File: src/design/irp_pkg.sv
// Package: register map, field positions and shared types of the IR pulse unit
package irp_pkg;

    localparam logic [11:0] OFF_CTRL     = 12'h000; // data_counter_control
    localparam logic [11:0] OFF_CNT      = 12'h004; // data_counter
    localparam logic [11:0] OFF_ACT_LEN  = 12'h008; // active_length
    localparam logic [11:0] OFF_BIT_LEN  = 12'h00C; // bit_length
    localparam logic [11:0] OFF_STATUS   = 12'h010; // flag_status
    localparam logic [11:0] OFF_IRQ_EN   = 12'h014; // interrupt enables
    localparam logic [11:0] OFF_CARRIER  = 12'h018; // carrier_setting

    // Control register bit positions
    localparam int CTL_MODULE_EN  = 0;
    localparam int CTL_SOFT_RST   = 1;
    localparam int CTL_ONESHOT    = 2;
    localparam int CTL_BUF_EN     = 3;
    localparam int CTL_INVERT     = 4;
    localparam int CTL_RUN        = 8;
    localparam int CTL_CNT_RST    = 9;

    // Status register bit positions
    localparam int ST_ACT_FLAG    = 0;
    localparam int ST_LEN_FLAG    = 1;
    localparam int ST_ACT_BUSY    = 8;
    localparam int ST_BIT_BUSY    = 9;
    localparam int ST_CNT_RUN     = 10;

    // Carrier register field positions
    localparam int CAR_DUTY_LSB   = 0;
    localparam int CAR_PER_LSB    = 8;

    localparam logic [15:0] DATA_ZERO = 16'h0000;
    localparam logic [7:0]  CARR_ZERO = 8'h00;

    typedef struct packed {
        logic        module_enable;
        logic        oneshot_select;
        logic        compare_buffer_enable;
        logic        output_invert;
    } irp_ctrl_t;

    typedef struct packed {
        logic        active_match_flag;
        logic        length_match_flag;
    } irp_flags_t;

endpackage

File: src/design/irp_pulse_unit.sv
// IR remote pulse unit: carrier, PWM data signal, compare buffers, APB regs
//
// Our own choices: register access over APB and the register addresses.
`timescale 1ns/1ns
// What this block does
// - Remote output is carrier AND data
// - 8-bit carrier counter toggles at duty match
// - Period match toggles carrier, clears counter
// - Counter reset and run control both counters
// - 16-bit data counter toggles at active match
// - Length match toggles data, clears counter
// - Repeat mode cycles until run cleared
// - One-shot mode stops at first length match
// - Unbuffered compares use written lengths directly
// - Buffered compares use shadow buffers
// - Shadows load at end of each bit
// - Busy set on write, cleared on transfer
// - Active match flag, cleared by write-one or reset
// - Length match flag, cleared by write-one or reset
// - Interrupt only while flag and enable set
// - Pins driven only while running
// - Clear pulse high for length minus active
// - One-shot stop clears run control
// - Invert bit inverts remote output
// - Soft reset clears counters and flags, self-clears
// - Writes ignored while length busy
module irp_pulse_unit
    import irp_pkg::*;
(
    input  wire logic        core_clk,          // 100 MHz clock
    input  wire logic        resetn,            // Async reset, active low
    input  wire logic        psel,              // APB select
    input  wire logic        penable,           // APB access phase
    input  wire logic        pwrite,            // APB write
    input  wire logic [11:0] paddr,             // APB byte address
    input  wire logic [31:0] pwdata,            // APB write data
    output logic      [31:0] prdata,            // APB read data
    output logic             pready,            // APB ready
    output logic             pslverr,           // APB error
    output logic             remote_output_pin, // Modulated IR output
    output logic             clear_pulse_pin,   // EL lamp clear pulse
    output logic             irq                // Interrupt request
);

    // ========================================
    // Reset synchroniser
    logic rst_meta_reg;
    logic rst_n_reg;
    always_ff @(posedge core_clk or negedge resetn)
    begin
        if (!resetn)
        begin
            rst_meta_reg <= 1'b0;
            rst_n_reg    <= 1'b0;
        end
        else
        begin
            rst_meta_reg <= 1'b1;
            rst_n_reg    <= rst_meta_reg;
        end
    end

    // ========================================
    // Bus decode
    function automatic logic hit(input logic [11:0] a, input logic [11:0] o);
        hit = (a == o);
    endfunction

    wire logic acc     = psel && penable;
    wire logic wr      = acc && pwrite;
    wire logic wr_ctl  = wr && hit(paddr, OFF_CTRL);
    wire logic wr_act  = wr && hit(paddr, OFF_ACT_LEN);
    wire logic wr_bit  = wr && hit(paddr, OFF_BIT_LEN);
    wire logic wr_st   = wr && hit(paddr, OFF_STATUS);
    wire logic wr_ie   = wr && hit(paddr, OFF_IRQ_EN);
    wire logic wr_car  = wr && hit(paddr, OFF_CARRIER);
    wire logic mapped  = hit(paddr, OFF_CTRL) || hit(paddr, OFF_CNT)
                      || hit(paddr, OFF_ACT_LEN) || hit(paddr, OFF_BIT_LEN)
                      || hit(paddr, OFF_STATUS) || hit(paddr, OFF_IRQ_EN)
                      || hit(paddr, OFF_CARRIER);
    assign pready  = 1'b1;
    assign pslverr = acc && !mapped;

    // ========================================
    // Registers
    irp_ctrl_t   ctl_reg;
    irp_flags_t  flag_reg;
    irp_flags_t  ie_reg;
    logic        run_reg;
    logic        soft_rst_reg;
    logic        cnt_rst_reg;
    logic [15:0] act_len_reg;
    logic [15:0] bit_len_reg;
    logic [15:0] act_buf_reg;
    logic [15:0] bit_buf_reg;
    logic        act_busy_reg;
    logic        bit_busy_reg;
    logic [7:0]  per_reg;
    logic [7:0]  duty_reg;
    logic [7:0]  car_cnt_reg;
    logic        car_wave_reg;
    logic [15:0] data_cnt_reg;
    logic        data_wave_reg;

    wire logic buf_en    = ctl_reg.compare_buffer_enable;
    wire logic [15:0] act_cmp = buf_en ? act_buf_reg : act_len_reg;
    wire logic [15:0] bit_cmp = buf_en ? bit_buf_reg : bit_len_reg;
    wire logic counting  = run_reg && !cnt_rst_reg && !soft_rst_reg;
    wire logic act_match = counting && (data_cnt_reg == act_cmp);
    wire logic bit_match = counting && (data_cnt_reg == bit_cmp);
    wire logic car_duty  = counting && (car_cnt_reg == duty_reg);
    wire logic car_per   = counting && (car_cnt_reg == per_reg);
    wire logic os_stop   = bit_match && ctl_reg.oneshot_select;
    // Writes to lengths honoured only when enabled and not pending transfer
    wire logic act_take  = wr_act && ctl_reg.module_enable
                        && !(buf_en && act_busy_reg);
    wire logic bit_take  = wr_bit && ctl_reg.module_enable
                        && !(buf_en && bit_busy_reg);
    wire logic ctl_rst   = wr_ctl && pwdata[CTL_SOFT_RST];

    // Control register and one-cycle counter/soft reset strobes
    always_ff @(posedge core_clk or negedge rst_n_reg)
    begin
        if (!rst_n_reg)
        begin
            ctl_reg      <= '0;
            run_reg      <= 1'b0;
            soft_rst_reg <= 1'b0;
            cnt_rst_reg  <= 1'b0;
            ie_reg       <= '0;
            per_reg      <= CARR_ZERO;
            duty_reg     <= CARR_ZERO;
        end
        else
        begin
            soft_rst_reg <= ctl_rst;
            cnt_rst_reg  <= wr_ctl && pwdata[CTL_CNT_RST]
                         && pwdata[CTL_MODULE_EN] && !ctl_rst;
            if (wr_ctl)
            begin
                ctl_reg.module_enable         <= pwdata[CTL_MODULE_EN];
                ctl_reg.oneshot_select        <= pwdata[CTL_ONESHOT];
                ctl_reg.compare_buffer_enable <= pwdata[CTL_BUF_EN];
                ctl_reg.output_invert         <= pwdata[CTL_INVERT];
            end
            if (ctl_rst)
                run_reg <= 1'b0;
            else if (os_stop)
                run_reg <= 1'b0;
            else if (wr_ctl)
                run_reg <= pwdata[CTL_RUN] && pwdata[CTL_MODULE_EN];
            if (wr_ie)
                ie_reg <= {pwdata[ST_ACT_FLAG], pwdata[ST_LEN_FLAG]};
            if (wr_car)
            begin
                per_reg  <= pwdata[CAR_PER_LSB +: 8];
                duty_reg <= pwdata[CAR_DUTY_LSB +: 8];
            end
        end
    end

    // Length registers, shadows and busy flags
    always_ff @(posedge core_clk or negedge rst_n_reg)
    begin
        if (!rst_n_reg)
        begin
            act_len_reg  <= DATA_ZERO;
            bit_len_reg  <= DATA_ZERO;
            act_buf_reg  <= DATA_ZERO;
            bit_buf_reg  <= DATA_ZERO;
            act_busy_reg <= 1'b0;
            bit_busy_reg <= 1'b0;
        end
        else
        begin
            if (act_take)
                act_len_reg <= pwdata[15:0];
            if (bit_take)
                bit_len_reg <= pwdata[15:0];
            // Shadows follow registers while unbuffered so enabling is clean
            if (!buf_en || bit_match)
            begin
                act_buf_reg <= act_len_reg;
                bit_buf_reg <= bit_len_reg;
            end
            if (buf_en && act_take)
                act_busy_reg <= 1'b1;
            else if (!buf_en || bit_match)
                act_busy_reg <= 1'b0;
            if (buf_en && bit_take)
                bit_busy_reg <= 1'b1;
            else if (!buf_en || bit_match)
                bit_busy_reg <= 1'b0;
        end
    end

    // ========================================
    // Counters and waveforms
    always_ff @(posedge core_clk or negedge rst_n_reg)
    begin
        if (!rst_n_reg)
        begin
            car_cnt_reg   <= CARR_ZERO;
            car_wave_reg  <= 1'b1;
            data_cnt_reg  <= DATA_ZERO;
            data_wave_reg <= 1'b1;
        end
        else if (cnt_rst_reg || soft_rst_reg)
        begin
            car_cnt_reg   <= CARR_ZERO;
            car_wave_reg  <= 1'b1;
            data_cnt_reg  <= DATA_ZERO;
            data_wave_reg <= 1'b1;
        end
        else if (counting)
        begin
            if (car_per)
            begin
                car_cnt_reg  <= CARR_ZERO;
                car_wave_reg <= ~car_wave_reg;
            end
            else
            begin
                car_cnt_reg  <= car_cnt_reg + 8'h01;
                if (car_duty)
                    car_wave_reg <= ~car_wave_reg;
            end
            if (bit_match)
            begin
                data_cnt_reg  <= DATA_ZERO;
                data_wave_reg <= ~data_wave_reg;
            end
            else
            begin
                data_cnt_reg <= data_cnt_reg + 16'h0001;
                if (act_match)
                    data_wave_reg <= ~data_wave_reg;
            end
        end
    end

    // ========================================
    // Flags: hardware set wins over write-one clear
    always_ff @(posedge core_clk or negedge rst_n_reg)
    begin
        if (!rst_n_reg)
            flag_reg <= '0;
        else
        begin
            if (act_match)
                flag_reg.active_match_flag <= 1'b1;
            else if (soft_rst_reg || (wr_st && pwdata[ST_ACT_FLAG]))
                flag_reg.active_match_flag <= 1'b0;
            if (bit_match)
                flag_reg.length_match_flag <= 1'b1;
            else if (soft_rst_reg || (wr_st && pwdata[ST_LEN_FLAG]))
                flag_reg.length_match_flag <= 1'b0;
        end
    end

    assign irq = |(flag_reg & ie_reg);

    // ========================================
    // Pins
    wire logic remote_output_pin_raw = car_wave_reg && data_wave_reg;
    always_ff @(posedge core_clk or negedge rst_n_reg)
    begin
        if (!rst_n_reg)
        begin
            remote_output_pin <= 1'b0;
            clear_pulse_pin   <= 1'b0;
        end
        else
        begin
            // Gate on counting: the counter-reset cycle must not widen a pulse
            remote_output_pin <= counting
                              && (remote_output_pin_raw ^ ctl_reg.output_invert);
            clear_pulse_pin   <= counting && !data_wave_reg;
        end
    end

    // ========================================
    // Read mux
    always_comb
    begin
        prdata = '0;
        if (acc && !pwrite)
        begin
            case (paddr)
                OFF_CTRL:
                begin
                    prdata[CTL_MODULE_EN] = ctl_reg.module_enable;
                    prdata[CTL_SOFT_RST]  = soft_rst_reg;
                    prdata[CTL_ONESHOT]   = ctl_reg.oneshot_select;
                    prdata[CTL_BUF_EN]    = ctl_reg.compare_buffer_enable;
                    prdata[CTL_INVERT]    = ctl_reg.output_invert;
                    prdata[CTL_RUN]       = run_reg;
                    prdata[CTL_CNT_RST]   = cnt_rst_reg;
                end
                OFF_CNT:     prdata[15:0] = data_cnt_reg;
                OFF_ACT_LEN: prdata[15:0] = act_len_reg;
                OFF_BIT_LEN: prdata[15:0] = bit_len_reg;
                OFF_STATUS:
                begin
                    prdata[ST_ACT_FLAG] = flag_reg.active_match_flag;
                    prdata[ST_LEN_FLAG] = flag_reg.length_match_flag;
                    prdata[ST_ACT_BUSY] = act_busy_reg;
                    prdata[ST_BIT_BUSY] = bit_busy_reg;
                    prdata[ST_CNT_RUN]  = run_reg;
                end
                OFF_IRQ_EN:
                begin
                    prdata[ST_ACT_FLAG] = ie_reg.active_match_flag;
                    prdata[ST_LEN_FLAG] = ie_reg.length_match_flag;
                end
                OFF_CARRIER:
                begin
                    prdata[CAR_PER_LSB +: 8]  = per_reg;
                    prdata[CAR_DUTY_LSB +: 8] = duty_reg;
                end
                default: prdata = '0;
            endcase
        end
    end

    // ========================================
    // Checks
    AST_ONESHOT_STOP: assert property (@(posedge core_clk) disable iff (!rst_n_reg)
        os_stop && !ctl_rst |=> !run_reg)
        else $error("one-shot did not stop run");
    AST_CNT_WRAP: assert property (@(posedge core_clk) disable iff (!rst_n_reg)
        bit_match && !cnt_rst_reg |=> data_cnt_reg == DATA_ZERO)
        else $error("data counter did not wrap");
    AST_CAR_WRAP: assert property (@(posedge core_clk) disable iff (!rst_n_reg)
        car_per |=> car_cnt_reg == CARR_ZERO && car_wave_reg != $past(car_wave_reg))
        else $error("carrier did not wrap");
    AST_DUTY_TOG: assert property (@(posedge core_clk) disable iff (!rst_n_reg)
        car_duty && !car_per |=> car_wave_reg != $past(car_wave_reg))
        else $error("carrier duty toggle missing");
    AST_ACT_FLAG: assert property (@(posedge core_clk) disable iff (!rst_n_reg)
        act_match |=> flag_reg.active_match_flag)
        else $error("active flag not set");
    AST_LEN_FLAG: assert property (@(posedge core_clk) disable iff (!rst_n_reg)
        bit_match |=> flag_reg.length_match_flag)
        else $error("length flag not set");
    AST_IRQ: assert property (@(posedge core_clk) disable iff (!rst_n_reg)
        bit_match && ie_reg.length_match_flag && !wr_ie |=> irq)
        else $error("irq missing after length match");
    AST_PIN_IDLE: assert property (@(posedge core_clk) disable iff (!rst_n_reg)
        !run_reg ##1 !run_reg |-> !remote_output_pin && !clear_pulse_pin)
        else $error("pins active while stopped");
    AST_BUSY_HOLD: assert property (@(posedge core_clk) disable iff (!rst_n_reg)
        buf_en && act_busy_reg && wr_act |=> act_len_reg == $past(act_len_reg))
        else $error("busy write accepted");
    AST_SHADOW: assert property (@(posedge core_clk) disable iff (!rst_n_reg)
        buf_en && bit_match && !bit_take
        |=> bit_buf_reg == $past(bit_len_reg) && !bit_busy_reg)
        else $error("shadow not loaded");

endmodule

File: config.mk
export PLATFORM = sky130hd
export DESIGN_NAME = irp_pulse_unit
export DESIGN_NICKNAME = d
export VERILOG_FILES = /design/src/design/irp_pkg.sv /design/src/design/irp_pulse_unit.sv
export SDC_FILE = /design/constraint.sdc
export NUM_CORES = 1
export LEC_CHECK = 0
export CORE_AREA = 2 2 157 159
export DETAILED_ROUTE_END_ITERATION = 16
export DIE_AREA = 0 0 159 161
export DONT_BUFFER_PORTS = 1
export PLACE_DENSITY_LB_ADDON = 0.25
export SLEW_MARGIN = 20
export SYNTH_ARGS = -nofsm -noshare
export SYNTH_HDL_FRONTEND = slang
export SYNTH_SLANG_ARGS = --single-unit
File: constraint.sdc
create_clock -name core_clk -period 3.5 [get_ports core_clk]
set_input_delay 0.875 -clock core_clk [delete_from_list [all_inputs] [get_ports core_clk]]
set_output_delay 0.875 -clock core_clk [all_outputs]
set_load 0.01 [all_outputs]
==> impl_results.md <==
* Status: finished, final reports clean
* I/O pin count at 86
* Largest net degree at the start of global routing at 122
* Final ANT Viol Nets at 0
* Crit start category: input pin
* Worst VDD drop at 0.000321 V
* Synth async-reset ratio at 100%
* DRT iter0 DRCs at 373
* Most common cell after layout, fill and taps aside: dfrtp_1
* Die footprint at 25600 um2
* WP data arrival at 2540 ps
* Storage cell area at 3090 um2
* Capture point of the worst path: prdata[5]
* Clock skew at 7.90 ps
* R2R Path Start: buf_en$_DFFE_PN0N_
* H-tree Lvls at 4
* Seq/Total Area, Yosys at 45.1%
* Setup_tns at 0 ps
* Warnings from Yosys at 0
* Worst skew pair latency at 420 ps
* Fillers at 2465
* RSZ-0062 raised after global routing: true
* Worst R2R Setup Slack at 510 ps
* Relative slew slack at 47.3%
* Synth Flop Type: dfrtp_1
* Internal power at 0.00258 W
* Max cap viols at 0
* Die width at 159 um
* Crit Path Category: in -> out
* Post-synthesis instance total at 627
* Finished Layout Cells at 974
* Critical path required time at 2620 ps
* TritonRoute pass-1 iters at 5
* Worst slew pin tran at 790 ps
* Hold Crit Class: in -> async
* Switching power at 0.000675 W
* Area contributors post-synth: dfrtp_1 44%, mux2_1 13%, mux2i_1 5.7%
* Crit-path max FO at 10
* Fmax at 293 MHz
* CTS buffer count at 17
* Leakage dissipation at 3.53 nW
* Die Ht at 161 um
* Avg WL per Cell at 19.9 um
* Layout area overhead at 15.8%
* GRT overflow at 0
* Fin. Hold Viols at 0
* Syn_area_per_cell at 10.9 um2
* Tmin final at 3420 ps
* Placed cells at 943
* Post-Route WL at 19400 um
* TritonCTS clock tree: built
* Dpl cell area at 7290 um2
* Port Buffers at 0
* Most frequent cells in the layout: 119 x dfrtp_1, 80 x mux2_1, 43 x xnor2_1, 40 x nand2_1, 39 x mux2i_1
* Tot Pwr at 0.00326 W
* Ratio of cells with drive above 1 in the final layout at 14.6%
* Setup crit start: paddr[7]
* # rows at 57
* Slew Limit Fails at 0
* Clk pwr share at 54.5%
* Endpoints failing setup at 0
* Yosys top cell by area: dfrtp_1
* PD cells at 412 nW/um2
* Core ar. at 24000 um2
* Worst reg2reg endpoint: act_buf_reg[4]$_DFFE_PN0P_
* Vias at 4967
* Vias per cell at 5.10
* Global-route wire length before repair at 30500 um
* HPWL Detailed at 14000 um
* Syn Std Cell Area at 6820 um2
* CP endpoint kind: output pin
* Clk sinks at 123
* Multi-input logic area at 3450 um2
* Vias in the first global route at 5030
* Final RePlAce weighted congestion at 0.839
* #FFs+latches synth at 123
* GRT Overall Usage at 15.6%
* Starting Density at 28.5%
* Max clock buf depth at 2
* Synth top area share at 44.4%
* R2R depth at 8
* Sw frac at 20.7%
* Antenna Cells at 0
* Finished Cell Area at 7910 um2
* Worst hold slack at 152 ps
* Comb pwr share at 1.8%
* Fin crit share at 97.6%
* Residual DRC at 0
* CTS clk-pin slew, worst paths at 50 ps
* Post-synth EDFFs at 0
* Clock Tree Root: clkbuf_16
* Number of antenna violations at the first check in global routing at 0
* Post-synthesis cell type count at 54
* Sequential share of power at 43.8%
* Nets@finish at 689
## worst min-delay path by stage
stage	startpoint	endpoint	slack (ps)	cells past startpoint
2_1_floorplan	rst_meta_reg$_DFF_PN0_	rst_n_reg$_DFF_PN0_	330	0
3_3_place_gp	rst_meta_reg$_DFF_PN0_	rst_n_reg$_DFF_PN0_	340	0
3_5_place_dp	rst_meta_reg$_DFF_PN0_	rst_n_reg$_DFF_PN0_	350	0
4_1_cts	resetn	rst_n_reg$_DFF_PN0_	130	0
5_1_grt	resetn	rst_n_reg$_DFF_PN0_	130	0
6_report	resetn	rst_n_reg$_DFF_PN0_	150	0
## Yosys cell counts, types with 8 or more instances
cell type  count
a21oi_1       20
a22oi_1       24
and3_1        13
buf_2          8
buf_4         18
clkbuf_1      32
dfrtp_1      121
mux2_1        80
mux2i_1       39
nand2_1       40
nand3_1       19
nand4_1       18
nor2_1        25
o21ai_0        8
o21ai_1       15
o311ai_1       8
xnor2_1       43
## kinds of logic (layout without fill, tap and decap cells)
kind of cell             Yosys count  after routing  synth area share (%)
multiplexers                     126            126                  20.1
AO/OA/AOI/OAI                     96             96                  10.1
flip-flops                       123            123                  45.1
AND/OR/NAND/NOR                  156            156                  12.3
adder cells (fa/ha/maj)            2              2                 0.367
buffers and inverters             72             79                  5.56
other                              2             18                 0.110
XOR/XNOR                          50             50                  6.42
## per-layer routing
layer | global-route usage, % | wire length [um] | share of wire [%]
met1 | 19.7 | 8440 | 43
met2 | 26.0 | 9600 | 49
met3 | 3.18 | 825 | 4.2
met4 | 6.98 | 566 | 2.9
met5 | 0 | 0 | 0
## final cells by class
type	instances	area share [%]
clock buffers	23	5.92
clock inverters	8	1.49
inverters	7	0.332
multi-input cells	448	43.7
flip-flops and latches	123	39.0
well taps	324	5.13
repair buffers	41	4.42
## power by group through the flow
stage | combinational (W) | clock (W) | sequential, W
after floorplan | 0.0000409 | 0 | 0.00147
after global placement | 0.0000574 | 0 | 0.00145
after detailed placement | 0.0000583 | 0 | 0.00145
after CTS | 0.0000586 | 0.00181 | 0.00143
after global routing | 0.0000658 | 0.00189 | 0.00143
final | 0.0000572 | 0.00178 | 0.00143
## per-stage QoR
stage,utilization (%),worst slack (ps)
floorplan,-,26.5
global placement,30.4,-79.6
detailed placement,30.4,-106
CTS,32.9,20.7
global route,33.0,-22.2
finish,33.0,82.5
## what timing repair did
action,in CTS,in global routing
pin swaps,1,2
hold buffers,0,0
setup buffers,0,0
endpoints found under the setup margin,2,2
gates resized for setup,2,4
## critical path: stages
cell	delay, ps
nor4_2	280
and3_1	280
nand2_4	120
nor3b_4	220
buf_6	190
a22oi_1	110
a21oi_2	220
buf_4	130
buf_4	100
(Power assumes the default switching activity.)
